===== src/inc/seh_pkg.sv =====
// Shared constants for the status event hierarchy.
package seh_pkg;
    localparam int DW = 16;
    localparam int ESR_W = 8;
    localparam int STB_W = 8;
    localparam int ERRQ_DEPTH = 8;

    // Register selectors on the access port.
    localparam logic [2:0] SEL_QUESTIONABLE_SUMMARY = 3'h0;
    localparam logic [2:0] SEL_OPERATION_SUMMARY = 3'h1;
    localparam logic [2:0] SEL_STD = 3'h2;
    localparam logic [2:0] SEL_STB = 3'h3;
    localparam logic [2:0] SEL_ERRQ = 3'h4;

    // Part selectors within one status register.
    localparam logic [2:0] PART_LIVE = 3'h0;
    localparam logic [2:0] PART_RISE = 3'h1;
    localparam logic [2:0] PART_FALL = 3'h2;
    localparam logic [2:0] PART_EVENT = 3'h3;
    localparam logic [2:0] PART_MASK = 3'h4;

    // Reset values of the writable and latched parts.
    localparam logic [DW-1:0] RISE_RST = 16'h7FFF;
    localparam logic [DW-1:0] FALL_RST = 16'h0000;
    localparam logic [DW-1:0] EVENT_RST = 16'h0000;
    localparam logic [DW-1:0] MASK_RST = 16'h0000;
    localparam logic [ESR_W-1:0] ESR_RST = 8'h00;
    localparam logic [STB_W-1:0] SRE_RST = 8'h00;

    // Bit positions in the top status byte.
    localparam int STB_ERRQ = 2;
    localparam int STB_QUESTIONABLE_SUMMARY = 3;
    localparam int STB_MAV = 4;
    localparam int STB_ESB = 5;
    localparam int STB_MSS = 6;
    localparam int STB_OPERATION_SUMMARY = 7;
    localparam logic [STB_W-1:0] SRE_WMASK = 8'hBF;
endpackage : seh_pkg


===== src/hdl/seh_status_reg.sv =====
// One five-part status register with edge filters and summary bit.
`timescale 1ns/100ps
module seh_status_reg #(
    parameter int W = seh_pkg::DW
) (
    input wire logic clk_sys,
    input wire logic nrst,
    input wire logic [W-2:0] cond_in,
    input wire logic wr_en,
    input wire logic rd_en,
    input wire logic [2:0] part,
    input wire logic [W-1:0] wdata,
    output logic [W-1:0] rdata,
    output logic summary
);
    logic [W-2:0] prev_r, prev_nxt;
    logic [W-2:0] rise_r, rise_nxt;
    logic [W-2:0] fall_r, fall_nxt;
    logic [W-2:0] evt_r, evt_nxt;
    logic [W-2:0] mask_r, mask_nxt;
    logic [W-2:0] rise_hit, fall_hit;
    logic evt_rd;

    assign rise_hit = cond_in & ~prev_r & rise_r;
    assign fall_hit = ~cond_in & prev_r & fall_r;
    assign evt_rd = rd_en && (part == seh_pkg::PART_EVENT);
    assign summary = |(evt_r & mask_r);

    always_comb begin
        prev_nxt = cond_in;
        rise_nxt = rise_r;
        fall_nxt = fall_r;
        mask_nxt = mask_r;
        // A filtered edge in the read cycle survives the clear.
        evt_nxt = evt_rd ? (rise_hit | fall_hit)
                         : (evt_r | rise_hit | fall_hit);
        if (wr_en) begin
            case (part)
                seh_pkg::PART_RISE: rise_nxt = wdata[W-2:0];
                seh_pkg::PART_FALL: fall_nxt = wdata[W-2:0];
                seh_pkg::PART_MASK: mask_nxt = wdata[W-2:0];
                default: ;
            endcase
        end
    end

    always_comb begin
        case (part)
            seh_pkg::PART_LIVE: rdata = {1'b0, cond_in};
            seh_pkg::PART_RISE: rdata = {1'b0, rise_r};
            seh_pkg::PART_FALL: rdata = {1'b0, fall_r};
            seh_pkg::PART_EVENT: rdata = {1'b0, evt_r};
            seh_pkg::PART_MASK: rdata = {1'b0, mask_r};
            default: rdata = '0;
        endcase
    end

    always_ff @(posedge clk_sys or negedge nrst) begin
        if (!nrst) begin
            prev_r <= '0;
            rise_r <= seh_pkg::RISE_RST[W-2:0];
            fall_r <= seh_pkg::FALL_RST[W-2:0];
            evt_r <= seh_pkg::EVENT_RST[W-2:0];
            mask_r <= seh_pkg::MASK_RST[W-2:0];
        end else begin
            prev_r <= prev_nxt;
            rise_r <= rise_nxt;
            fall_r <= fall_nxt;
            evt_r <= evt_nxt;
            mask_r <= mask_nxt;
        end
    end
endmodule : seh_status_reg


===== src/hdl/seh_err_queue.sv =====
// Oldest-first error and event queue.
`timescale 1ns/100ps
module seh_err_queue #(
    parameter int W = seh_pkg::DW,
    parameter int DEPTH = seh_pkg::ERRQ_DEPTH
) (
    input wire logic clk_sys,
    input wire logic nrst,
    input wire logic push,
    input wire logic [W-1:0] push_data,
    input wire logic pop,
    output logic not_empty,
    output logic full,
    output logic [W-1:0] head
);
    localparam int AW = $clog2(DEPTH);
    logic [W-1:0] mem_r [DEPTH];
    logic [W-1:0] mem_nxt [DEPTH];
    logic [AW:0] wp_r, wp_nxt, rp_r, rp_nxt;
    logic do_push, do_pop;

    assign not_empty = (wp_r != rp_r);
    assign full = (wp_r[AW-1:0] == rp_r[AW-1:0]) && (wp_r[AW] != rp_r[AW]);
    assign head = mem_r[rp_r[AW-1:0]];
    // New entries are dropped while full so older history is never lost.
    assign do_push = push && !full;
    assign do_pop = pop && not_empty;

    always_comb begin
        mem_nxt = mem_r;
        wp_nxt = wp_r;
        rp_nxt = rp_r;
        if (do_push) begin
            mem_nxt[wp_r[AW-1:0]] = push_data;
            wp_nxt = wp_r + 1'b1;
        end
        if (do_pop) begin
            rp_nxt = rp_r + 1'b1;
        end
    end

    always_ff @(posedge clk_sys or negedge nrst) begin
        if (!nrst) begin
            wp_r <= '0;
            rp_r <= '0;
            for (int i = 0; i < DEPTH; i++) begin
                mem_r[i] <= '0;
            end
        end else begin
            wp_r <= wp_nxt;
            rp_r <= rp_nxt;
            mem_r <= mem_nxt;
        end
    end
endmodule : seh_err_queue


===== src/hdl/seh_top.sv =====
// Status event hierarchy: two status registers, standard events, status byte.
`timescale 1ns/100ps
// Operation
// - Five 16-bit parts, shared bit meaning
// - Top bit of every part reads zero
// - Live part shows present condition or summary
// - Live part read-only, unaffected by reads
// - Rising edge latches event if filter set
// - Falling edge latches event if filter set
// - Edge filters freely readable and writable
// - Events stick until read
// - Event read returns then clears; unwritable
// - Summary is OR of event AND mask
// - Summary mask readable and writable
// - Summaries feed higher register live bits
// - Error queue reads oldest entry first
// - Output-available bit follows output queue
// - Request mask and event mask act as enables
// - Request on masked status rise, bit 6 ignored
// - Status byte bits 2,3,4,5,7 carry summaries
module seh_top #(
    parameter int W = seh_pkg::DW,
    parameter int ESR_W = seh_pkg::ESR_W,
    parameter int STB_W = seh_pkg::STB_W,
    parameter int ERRQ_DEPTH = seh_pkg::ERRQ_DEPTH
) (
    input wire logic clk_sys,
    input wire logic nrst,
    input wire logic [W-2:0] questionable_summary_cond_in,
    input wire logic [W-2:0] operation_summary_cond_in,
    input wire logic [ESR_W-1:0] std_event_in,
    input wire logic err_push,
    input wire logic [W-1:0] err_code,
    input wire logic outq_not_empty,
    input wire logic [2:0] acc_sel,
    input wire logic [2:0] acc_part,
    input wire logic acc_wr,
    input wire logic acc_rd,
    input wire logic [W-1:0] acc_wdata,
    output logic [W-1:0] acc_rdata,
    output logic acc_rvalid,
    output logic [STB_W-1:0] top_status_byte,
    output logic service_request,
    output logic errq_full
);
    logic [W-1:0] questionable_summary_rdata, operation_summary_rdata, errq_head;
    logic questionable_summary, operation_summary;
    logic errq_ne;
    logic sel_questionable_summary, sel_operation_summary, sel_std, sel_stb, sel_errq;
    logic [ESR_W-1:0] esr_r, esr_nxt;
    logic [ESR_W-1:0] ese_r, ese_nxt;
    logic [STB_W-1:0] sre_r, sre_nxt;
    logic [STB_W-1:0] stb_prev_r, stb_prev_nxt;
    logic [STB_W-1:0] stb_plain, stb_rise;
    logic standard_event_summary, service_request_summary;
    logic srq_r, srq_nxt;
    logic [W-1:0] rdata_r, rdata_nxt;
    logic rvalid_r, rvalid_nxt;
    logic esr_rd;

    assign sel_questionable_summary = (acc_sel == seh_pkg::SEL_QUESTIONABLE_SUMMARY);
    assign sel_operation_summary = (acc_sel == seh_pkg::SEL_OPERATION_SUMMARY);
    assign sel_std = (acc_sel == seh_pkg::SEL_STD);
    assign sel_stb = (acc_sel == seh_pkg::SEL_STB);
    assign sel_errq = (acc_sel == seh_pkg::SEL_ERRQ);
    assign esr_rd = acc_rd && sel_std && (acc_part == seh_pkg::PART_EVENT);

    // Hardware conditions drive the live parts of the two lower registers.
    seh_status_reg #(.W(W)) u_questionable_summary (
        .clk_sys(clk_sys),
        .nrst(nrst),
        .cond_in(questionable_summary_cond_in),
        .wr_en(acc_wr && sel_questionable_summary),
        .rd_en(acc_rd && sel_questionable_summary),
        .part(acc_part),
        .wdata(acc_wdata),
        .rdata(questionable_summary_rdata),
        .summary(questionable_summary)
    );

    seh_status_reg #(.W(W)) u_operation_summary (
        .clk_sys(clk_sys),
        .nrst(nrst),
        .cond_in(operation_summary_cond_in),
        .wr_en(acc_wr && sel_operation_summary),
        .rd_en(acc_rd && sel_operation_summary),
        .part(acc_part),
        .wdata(acc_wdata),
        .rdata(operation_summary_rdata),
        .summary(operation_summary)
    );

    // Reading the queue selector pops the entry that is returned.
    seh_err_queue #(.W(W), .DEPTH(ERRQ_DEPTH)) u_errq (
        .clk_sys(clk_sys),
        .nrst(nrst),
        .push(err_push),
        .push_data(err_code),
        .pop(acc_rd && sel_errq),
        .not_empty(errq_ne),
        .full(errq_full),
        .head(errq_head)
    );

    // Standard event register: pulses latch, a read clears.
    assign standard_event_summary = |(esr_r & ese_r);

    // Status byte without its own request bit, then with it.
    always_comb begin
        stb_plain = '0;
        stb_plain[seh_pkg::STB_ERRQ] = errq_ne;
        stb_plain[seh_pkg::STB_QUESTIONABLE_SUMMARY] = questionable_summary;
        stb_plain[seh_pkg::STB_MAV] = outq_not_empty;
        stb_plain[seh_pkg::STB_ESB] = standard_event_summary;
        stb_plain[seh_pkg::STB_OPERATION_SUMMARY] = operation_summary;
    end

    // Bit 6 of the request mask is never stored, so it cannot contribute.
    assign service_request_summary = |(stb_plain & sre_r);
    always_comb begin
        top_status_byte = stb_plain;
        top_status_byte[seh_pkg::STB_MSS] = service_request_summary;
    end
    assign stb_rise = stb_plain & ~stb_prev_r;

    always_comb begin
        esr_nxt = esr_rd ? std_event_in : (esr_r | std_event_in);
        ese_nxt = ese_r;
        sre_nxt = sre_r;
        if (acc_wr && sel_std && acc_part == seh_pkg::PART_MASK) begin
            ese_nxt = acc_wdata[ESR_W-1:0];
        end
        if (acc_wr && sel_stb && acc_part == seh_pkg::PART_MASK) begin
            sre_nxt = acc_wdata[STB_W-1:0] & seh_pkg::SRE_WMASK;
        end
        stb_prev_nxt = stb_plain;
        srq_nxt = |(stb_rise & sre_r);
    end

    // Read port: one registered answer per read strobe.
    always_comb begin
        rdata_nxt = rdata_r;
        rvalid_nxt = acc_rd;
        if (acc_rd) begin
            case (acc_sel)
                seh_pkg::SEL_QUESTIONABLE_SUMMARY: rdata_nxt = questionable_summary_rdata;
                seh_pkg::SEL_OPERATION_SUMMARY: rdata_nxt = operation_summary_rdata;
                seh_pkg::SEL_STD: begin
                    if (acc_part == seh_pkg::PART_EVENT) begin
                        rdata_nxt = {{(W-ESR_W){1'b0}}, esr_r};
                    end else if (acc_part == seh_pkg::PART_MASK) begin
                        rdata_nxt = {{(W-ESR_W){1'b0}}, ese_r};
                    end else begin
                        rdata_nxt = '0;
                    end
                end
                seh_pkg::SEL_STB: begin
                    if (acc_part == seh_pkg::PART_MASK) begin
                        rdata_nxt = {{(W-STB_W){1'b0}}, sre_r};
                    end else begin
                        rdata_nxt = {{(W-STB_W){1'b0}}, top_status_byte};
                    end
                end
                seh_pkg::SEL_ERRQ: begin
                    rdata_nxt = errq_ne ? errq_head : '0;
                end
                default: rdata_nxt = '0;
            endcase
        end
    end

    always_ff @(posedge clk_sys or negedge nrst) begin
        if (!nrst) begin
            esr_r <= seh_pkg::ESR_RST;
            ese_r <= seh_pkg::ESR_RST;
            sre_r <= seh_pkg::SRE_RST;
            stb_prev_r <= '0;
            srq_r <= 1'b0;
            rdata_r <= '0;
            rvalid_r <= 1'b0;
        end else begin
            esr_r <= esr_nxt;
            ese_r <= ese_nxt;
            sre_r <= sre_nxt;
            stb_prev_r <= stb_prev_nxt;
            srq_r <= srq_nxt;
            rdata_r <= rdata_nxt;
            rvalid_r <= rvalid_nxt;
        end
    end

    assign acc_rdata = rdata_r;
    assign acc_rvalid = rvalid_r;
    assign service_request = srq_r;
endmodule : seh_top


===== config.mk =====
export PLATFORM = sky130hd
export DESIGN_NAME = seh_top
export DESIGN_NICKNAME = d
export VERILOG_FILES = /design/src/inc/seh_pkg.sv /design/src/hdl/seh_status_reg.sv /design/src/hdl/seh_err_queue.sv /design/src/hdl/seh_top.sv
export SDC_FILE = /design/constraint.sdc
export NUM_CORES = 1
export LEC_CHECK = 0
export BUFFER_PORTS_ARGS = -buffer_cell sky130_fd_sc_hd__buf_2
export CAP_MARGIN = 20
export CORE_AREA = 5 5 166 168
export DETAILED_ROUTE_END_ITERATION = 16
export DIE_AREA = 0 0 171 173
export PLACE_DENSITY = 0.86
export SETUP_SLACK_MARGIN = 0.05
export SKIP_LAST_GASP = 1
export SYNTH_ARGS = -nofsm -noshare
export SYNTH_HDL_FRONTEND = slang
export SYNTH_SLANG_ARGS = --single-unit

===== constraint.sdc =====
create_clock -name clk_sys -period 3.3 [get_ports clk_sys]
set_clock_uncertainty 0.1 [all_clocks]
set_input_delay 0.99 -clock clk_sys [delete_from_list [all_inputs] [get_ports clk_sys]]
set_output_delay 0.99 -clock clk_sys [all_outputs]
set_load 0.02 [all_outputs]

==> results.cfg, run 1 <==
[clock_tree]
insertion_delay_ns = 0.52
clock_sinks = 332
cts_root_buffer = clkbuf_16
cts_hold_buf = 0
cts-htree-levels = 2
cts_tree = built
cts_buffers = 36
clk_pin_slew_ns = 0.06
clockBufferDepth = 3

[yosys]
synth_area_mm2 = 0.01523
ys.flop_type = dfrtp_1
synth_async_sr_flop_share_pct = 100.0
yosysMostFrequentCell = dfrtp_1
ys_types = 58
ys_seq_area_share_pct = 54.79
ys_ff_latch = 332
synth_cells = 1107
yosys-top-cells-area = dfrtp_1 50%, mux2_2 17%, dfstp_2 5.2%, mux4_2 4.9%, mux2i_1 2.3%
synth_top_area_share_pct = 49.61
synth_commonest_cells = 302 x dfrtp_1, 227 x mux2_2, 89 x nand2_1
yosys.area.top_type = dfrtp_1
ys_warn_count = 0
synth_edf_count = 0
syn_area_per_cell_um2 = 13.76

[drt]
first_pass_iters = 5
vias = 10560
first_iter_violations = 1194
drt-total-wl_mm = 39.89
viasPerCell = 6.587
avgRoutedWirePerCell_um = 24.89
drc_errors = 0
antenna_left = 0

[timing]
post-route-period-util_pct = 98.78
rsz0062_at_grt = true
setup_viol = 0
tightest_slew_ns = 0.7462
fmax_mhz = 306.8
slew_headroom_pct = 50.13
min_period_ns = 3.260
worst_slack_ns = 0.04020
setup_tns_ns = 0
finalMaxSlewViolations = 0
hold_violations = 0

[placement]
placedCellCount = 1532
io_buffers = 105
pre_cts_slack_ns = 0.1791
hpwl_mm = 26.34
routabilityCongestion = 0.9004

[global_route]
grt_pass1_wl_mm = 63.18
antenna_found_initial = 5
grt_pass1_vias = 11060
grt_max_degree = 76
track_usage_pct = 27.10
gr-total-overflow = 0

[worst_setup_path]
cpMaxStageDelayCell = dfrtp_1
slowest_delay_ns = 0.42
cp_max_fo = 2
r2r_slack_ns = 0.67
r2r_start = u_errq.rp_r[0]
r2r-end = acc_rdata[2]
crit_buf_inv = 1
cpLargestDelayFamily = simple AND/OR/NAND/NOR gates
crit_type = flip-flop to output port
cp_data_required_time_ns = 2.21
start_kind = flip-flop
endpoint_kind = output port
cp.arrival_ns = 2.17
crit_chain = a222oi_1 -> and3_1 -> nand4_1 -> nand2_1 -> nand3_2 -> buf_6
ff2ff_path_depth = 6

[hold_path]
hp-class = primary input to asynchronous set/reset pin

[die]
rows = 59
die_area_mm2 = 0.02958
start_util_pct = 59.12
num_io_pins = 109
core_area_mm2 = 0.02576
die_h_um = 173
fp.dieW_um = 171

[layout]
fillerInstances = 1703
fin_cells = 1603
fin_nets = 1322
area_delta_synth_final_pct = 15.41
drive_above_1_share_pct = 43.24

[pwr]
power_w = 0.01423
power.density_mw_per_mm2 = 809.4
leakage_nw = 7.697
peakVddDrop_mv = 0.6590

[run]
maxCapViolCount = 0

[outcome]
outcome = complete, no violations
## placed cells by master, fill, tap and decap left out, drive strengths merged, types with 5 or more instances in the layout
cell	count
dfrtp	302
mux2	248
buf	162
nand2	90
clkbuf	56
mux2i	35
nand3b	34
mux4	33
o211ai	30
dfstp	30
o2bb2ai	29
a221oi	26
a22oi	22
a21oi	20
nand3	16
o21ai	15
nor2	14
o22ai	11
xnor2	8
a21o	8
nand4	7
and3	7
clkinv	7
a2bb2oi	5
## metal layers
metal  vias up  part of all wire (%)  GRT usage (%)
li1       4449                     -              -
met1      5486                    39          36.17
met2       505                    50          44.22
met3       115                   7.8          5.616
met4         4                   3.5          9.739
met5         -                 0.070              0
## metrics by stage
| stage | util [%] | hold WS (ns) | instance area [um2] |
|---|---|---|---|
| after detailed placement | 63.41 | 0.3725 | 16340 |
| final | 68.23 | 0.3532 | 17580 |
| after floorplan | - | 0.3533 | 15240 |
| after CTS | 68.20 | 0.3652 | 17570 |
| after global routing | 68.23 | 0.4012 | 17580 |
| after global placement | 63.41 | 0.3604 | 16340 |
## power breakdown
group	switching [W]	internal, W
clock network	0.00162	0.00236
logic	0.00182	0.00231
registers	0.000795	0.00532
total	0.00424	0.00999
## worst max-delay path by stage
stage / end / slack (ns) / from / depth (start not counted)
final: top_status_byte[6] / 0.04 / u_questionable_summary.mask_r[2] / 6
after global routing: top_status_byte[6] / -0.02 / u_questionable_summary.mask_r[2] / 6
after CTS: top_status_byte[6] / 0.03 / u_questionable_summary.mask_r[2] / 6
after detailed placement: u_operation_summary.mask_r[11] / 0.18 / acc_part[2] / 6
after global placement: u_operation_summary.mask_r[13] / 0.22 / acc_part[2] / 6
after floorplan: acc_rdata[3] / 0.50 / acc_part[1] / 9
## flip-flops by register name, summed over array words and instances, names as in the netlist, 15 cells and up
name / flops
u_questionable_summary.prev_r: 15
u_operation_summary.fall_r: 15
u_errq.mem_r: 128
u_questionable_summary.evt_r: 15
u_operation_summary.rise_r: 15
u_operation_summary.evt_r: 15
u_operation_summary.prev_r: 15
u_questionable_summary.rise_r: 15
u_operation_summary.mask_r: 15
u_questionable_summary.mask_r: 15
u_questionable_summary.fall_r: 15
acc_rdata: 16
## layout make-up
type                            instances  area [um2]  share of cell area, %
Multi-Input combinational cell        704        6526                  37.12
Antenna cell                            3       7.507                0.04270
Sequential cell                       332        8347                  47.48
Clock inverter                          9       61.31                 0.3488
Clock buffer                           56        1129                  6.420
Tap cell                              335       419.2                  2.384
Inverter                                2       7.507                0.04270
Timing Repair Buffer                  162        1082                  6.157
## cells by family (layout without fill, tap and decap cells)
family	after synthesis	count (layout)	share of synthesized area, %
xor gates and xnor gates	9	9	0.5175
adders and majority gates	2	2	0.1643
and+or+nand+nor	187	187	6.612
buffers and inverters	72	229	2.579
DFF	332	332	54.79
muxes	316	316	26.01
other	1	5	0.02462
AOI/OAI and AO/OA	188	188	9.307
## repair_timing
action	in CTS	in global routing
pin swaps	5	0
endpoints found under the setup margin	2	1
resized for setup	5	0
buffers inserted	3	0
Power figures use the tool's default switching activity.
==> run 2, diff against run 1 <==
PLACE_DENSITY = 0.77   (was 0.86)
==> results.cfg, run 2 (same netlist as run 1, synthesis figures left out) <==
[outcome]
outcome = complete, but fails checks
violations = setup timing

[layout]
top_register = u_errq.mem_r
multi_input_area_mm2 = 0.006541
fillerInstances = 1778
layout_commonest_cell = dfrtp_1
register_area_mm2 = 0.008347
drive_above_1_share_pct = 43.75
largest_register_ffs = 128
area_delta_synth_final_pct = 16.15
fin_nets = 1329
layout_common_cells = 301 x dfrtp_1, 227 x mux2_2, 102 x buf_2

[worst_setup_path]
r2r_slack_ns = -0.09
crit_type = flip-flop to output port
cp_data_required_time_ns = 2.21
r2r-end = service_request
r2r_start = u_questionable_summary.evt_r[2]
crit_chain = a222oi_1 -> and3_1 -> nand4_1 -> nand2_2 -> nand3_4 -> buf_6
cp.arrival_ns = 2.37
start_kind = flip-flop
cpMaxStageDelayCell = dfrtp_1
ff2ff_path_depth = 18
slowest_delay_ns = 0.42
cp_max_fo = 3
endpoint_kind = output port

[run]
maxCapViolCount = 0

[clock_tree]
cts_buffers = 36
clockBufferDepth = 3
cts-htree-levels = 2
cts_hold_buf = 0
cts_root_buffer = clkbuf_16
clk_pin_slew_ns = 0.06
cts_tree = built
insertion_delay_ns = 0.53
clock_sinks = 332

[drt]
avgRoutedWirePerCell_um = 24.38
antenna_left = 0
drc_errors = 0
drt-total-wl_mm = 39.23
first_pass_iters = 7
viasPerCell = 6.472
vias = 10410
first_iter_violations = 845

[timing]
worst_slack_ns = -0.1622
post-route-period-util_pct = 104.9
setup_tns_ns = -0.2817
setup_viol = 3
fmax_mhz = 288.8
hold_violations = 0
rsz0062_at_grt = true
tightest_slew_ns = 1.090
slew_headroom_pct = 26.96
min_period_ns = 3.462
finalMaxSlewViolations = 0

[pwr]
peakVddDrop_mv = 0.7292
leakage_nw = 7.752
power.density_mw_per_mm2 = 809.5
power_w = 0.01432

[die]
num_io_pins = 109
start_util_pct = 59.12
die_area_mm2 = 0.02958
die_h_um = 173
fp.dieW_um = 171
rows = 59
core_area_mm2 = 0.02576

[global_route]
grt_max_degree = 61
track_usage_pct = 26.76
grt_pass1_wl_mm = 62.19
gr-total-overflow = 0
antenna_found_initial = 4
grt_pass1_vias = 10800

[placement]
hpwl_mm = 25.90
routabilityCongestion = 0.8975
io_buffers = 105

[hold_path]
hp-class = primary input to asynchronous set/reset pin
-- run 2: layout make-up --
| cell class | count | share of cell area [%] |
|---|---|---|
| timing repair buffer | 169 | 6.542 |
| antenna | 1 | 0.01414 |
| sequential | 332 | 47.18 |
| inverter | 2 | 0.04243 |
| multi-input combinational | 704 | 36.97 |
| tap | 335 | 2.369 |
| clock buffer | 52 | 6.004 |
| clock inverter | 14 | 0.8769 |
-- run 2: worst max-delay path: cells and delay by family, from the launching register on --
family / cells / cell delay (ns)
flops: 1 / 0.42
buf+inv: 1 / 0.16
simple gates: 4 / 0.89
compound gates: 1 / 0.38
-- run 2: stage by stage --
| stage | instances | worst slack, ns | hold WS [ns] | utilization [%] | instance area (um2) |
|---|---|---|---|---|---|
| after CTS | 1610 | -0.07669 | 0.3299 | 68.64 | 17680 |
| final | 1609 | -0.1622 | 0.3062 | 68.67 | 17690 |
| after detailed placement | 1526 | 0.008317 | 0.3732 | 63.28 | 16300 |
| after global placement | 1526 | 0.05617 | 0.3597 | 63.28 | 16300 |
| after floorplan | 1108 | 0.5020 | 0.3533 | - | 15240 |
| after global routing | 1609 | -0.2142 | 0.3393 | 68.67 | 17690 |
-- run 2: worst max-delay path by stage --
stage / start / endpoint / depth (start not counted)
3_5_place_dp: acc_part[0] / acc_rdata[0] / 8
4_1_cts: u_questionable_summary.evt_r[2] / top_status_byte[6] / 6
6_report: u_questionable_summary.evt_r[2] / top_status_byte[6] / 6
3_3_place_gp: acc_part[0] / acc_rdata[0] / 8
5_1_grt: u_questionable_summary.evt_r[2] / top_status_byte[6] / 6
2_1_floorplan: acc_part[1] / acc_rdata[3] / 9
-- run 2: timing repair --
item / in CTS / in global routing
setup endpoints to repair: 3 / 3
pin swaps: 5 / 5
cloned: 0 / 0
buffers inserted: 19 / 2
resized for setup: 7 / 5
-- run 2: power by group --
part | switching (W) | internal (W)
clock network | 0.00161 | 0.00248
logic | 0.00181 | 0.00234
registers | 0.000751 | 0.00532
total | 0.00418 | 0.0101
-- run 2: metal layers --
layer / GRT usage, % / routed length, um / vias up
met5: 0 / 34 / -
met4: 9.838 / 1505 / 6
met3: 4.406 / 2691 / 115
met2: 42.53 / 19020 / 436
met1: 37.44 / 15980 / 5403
li1: - / - / 4454
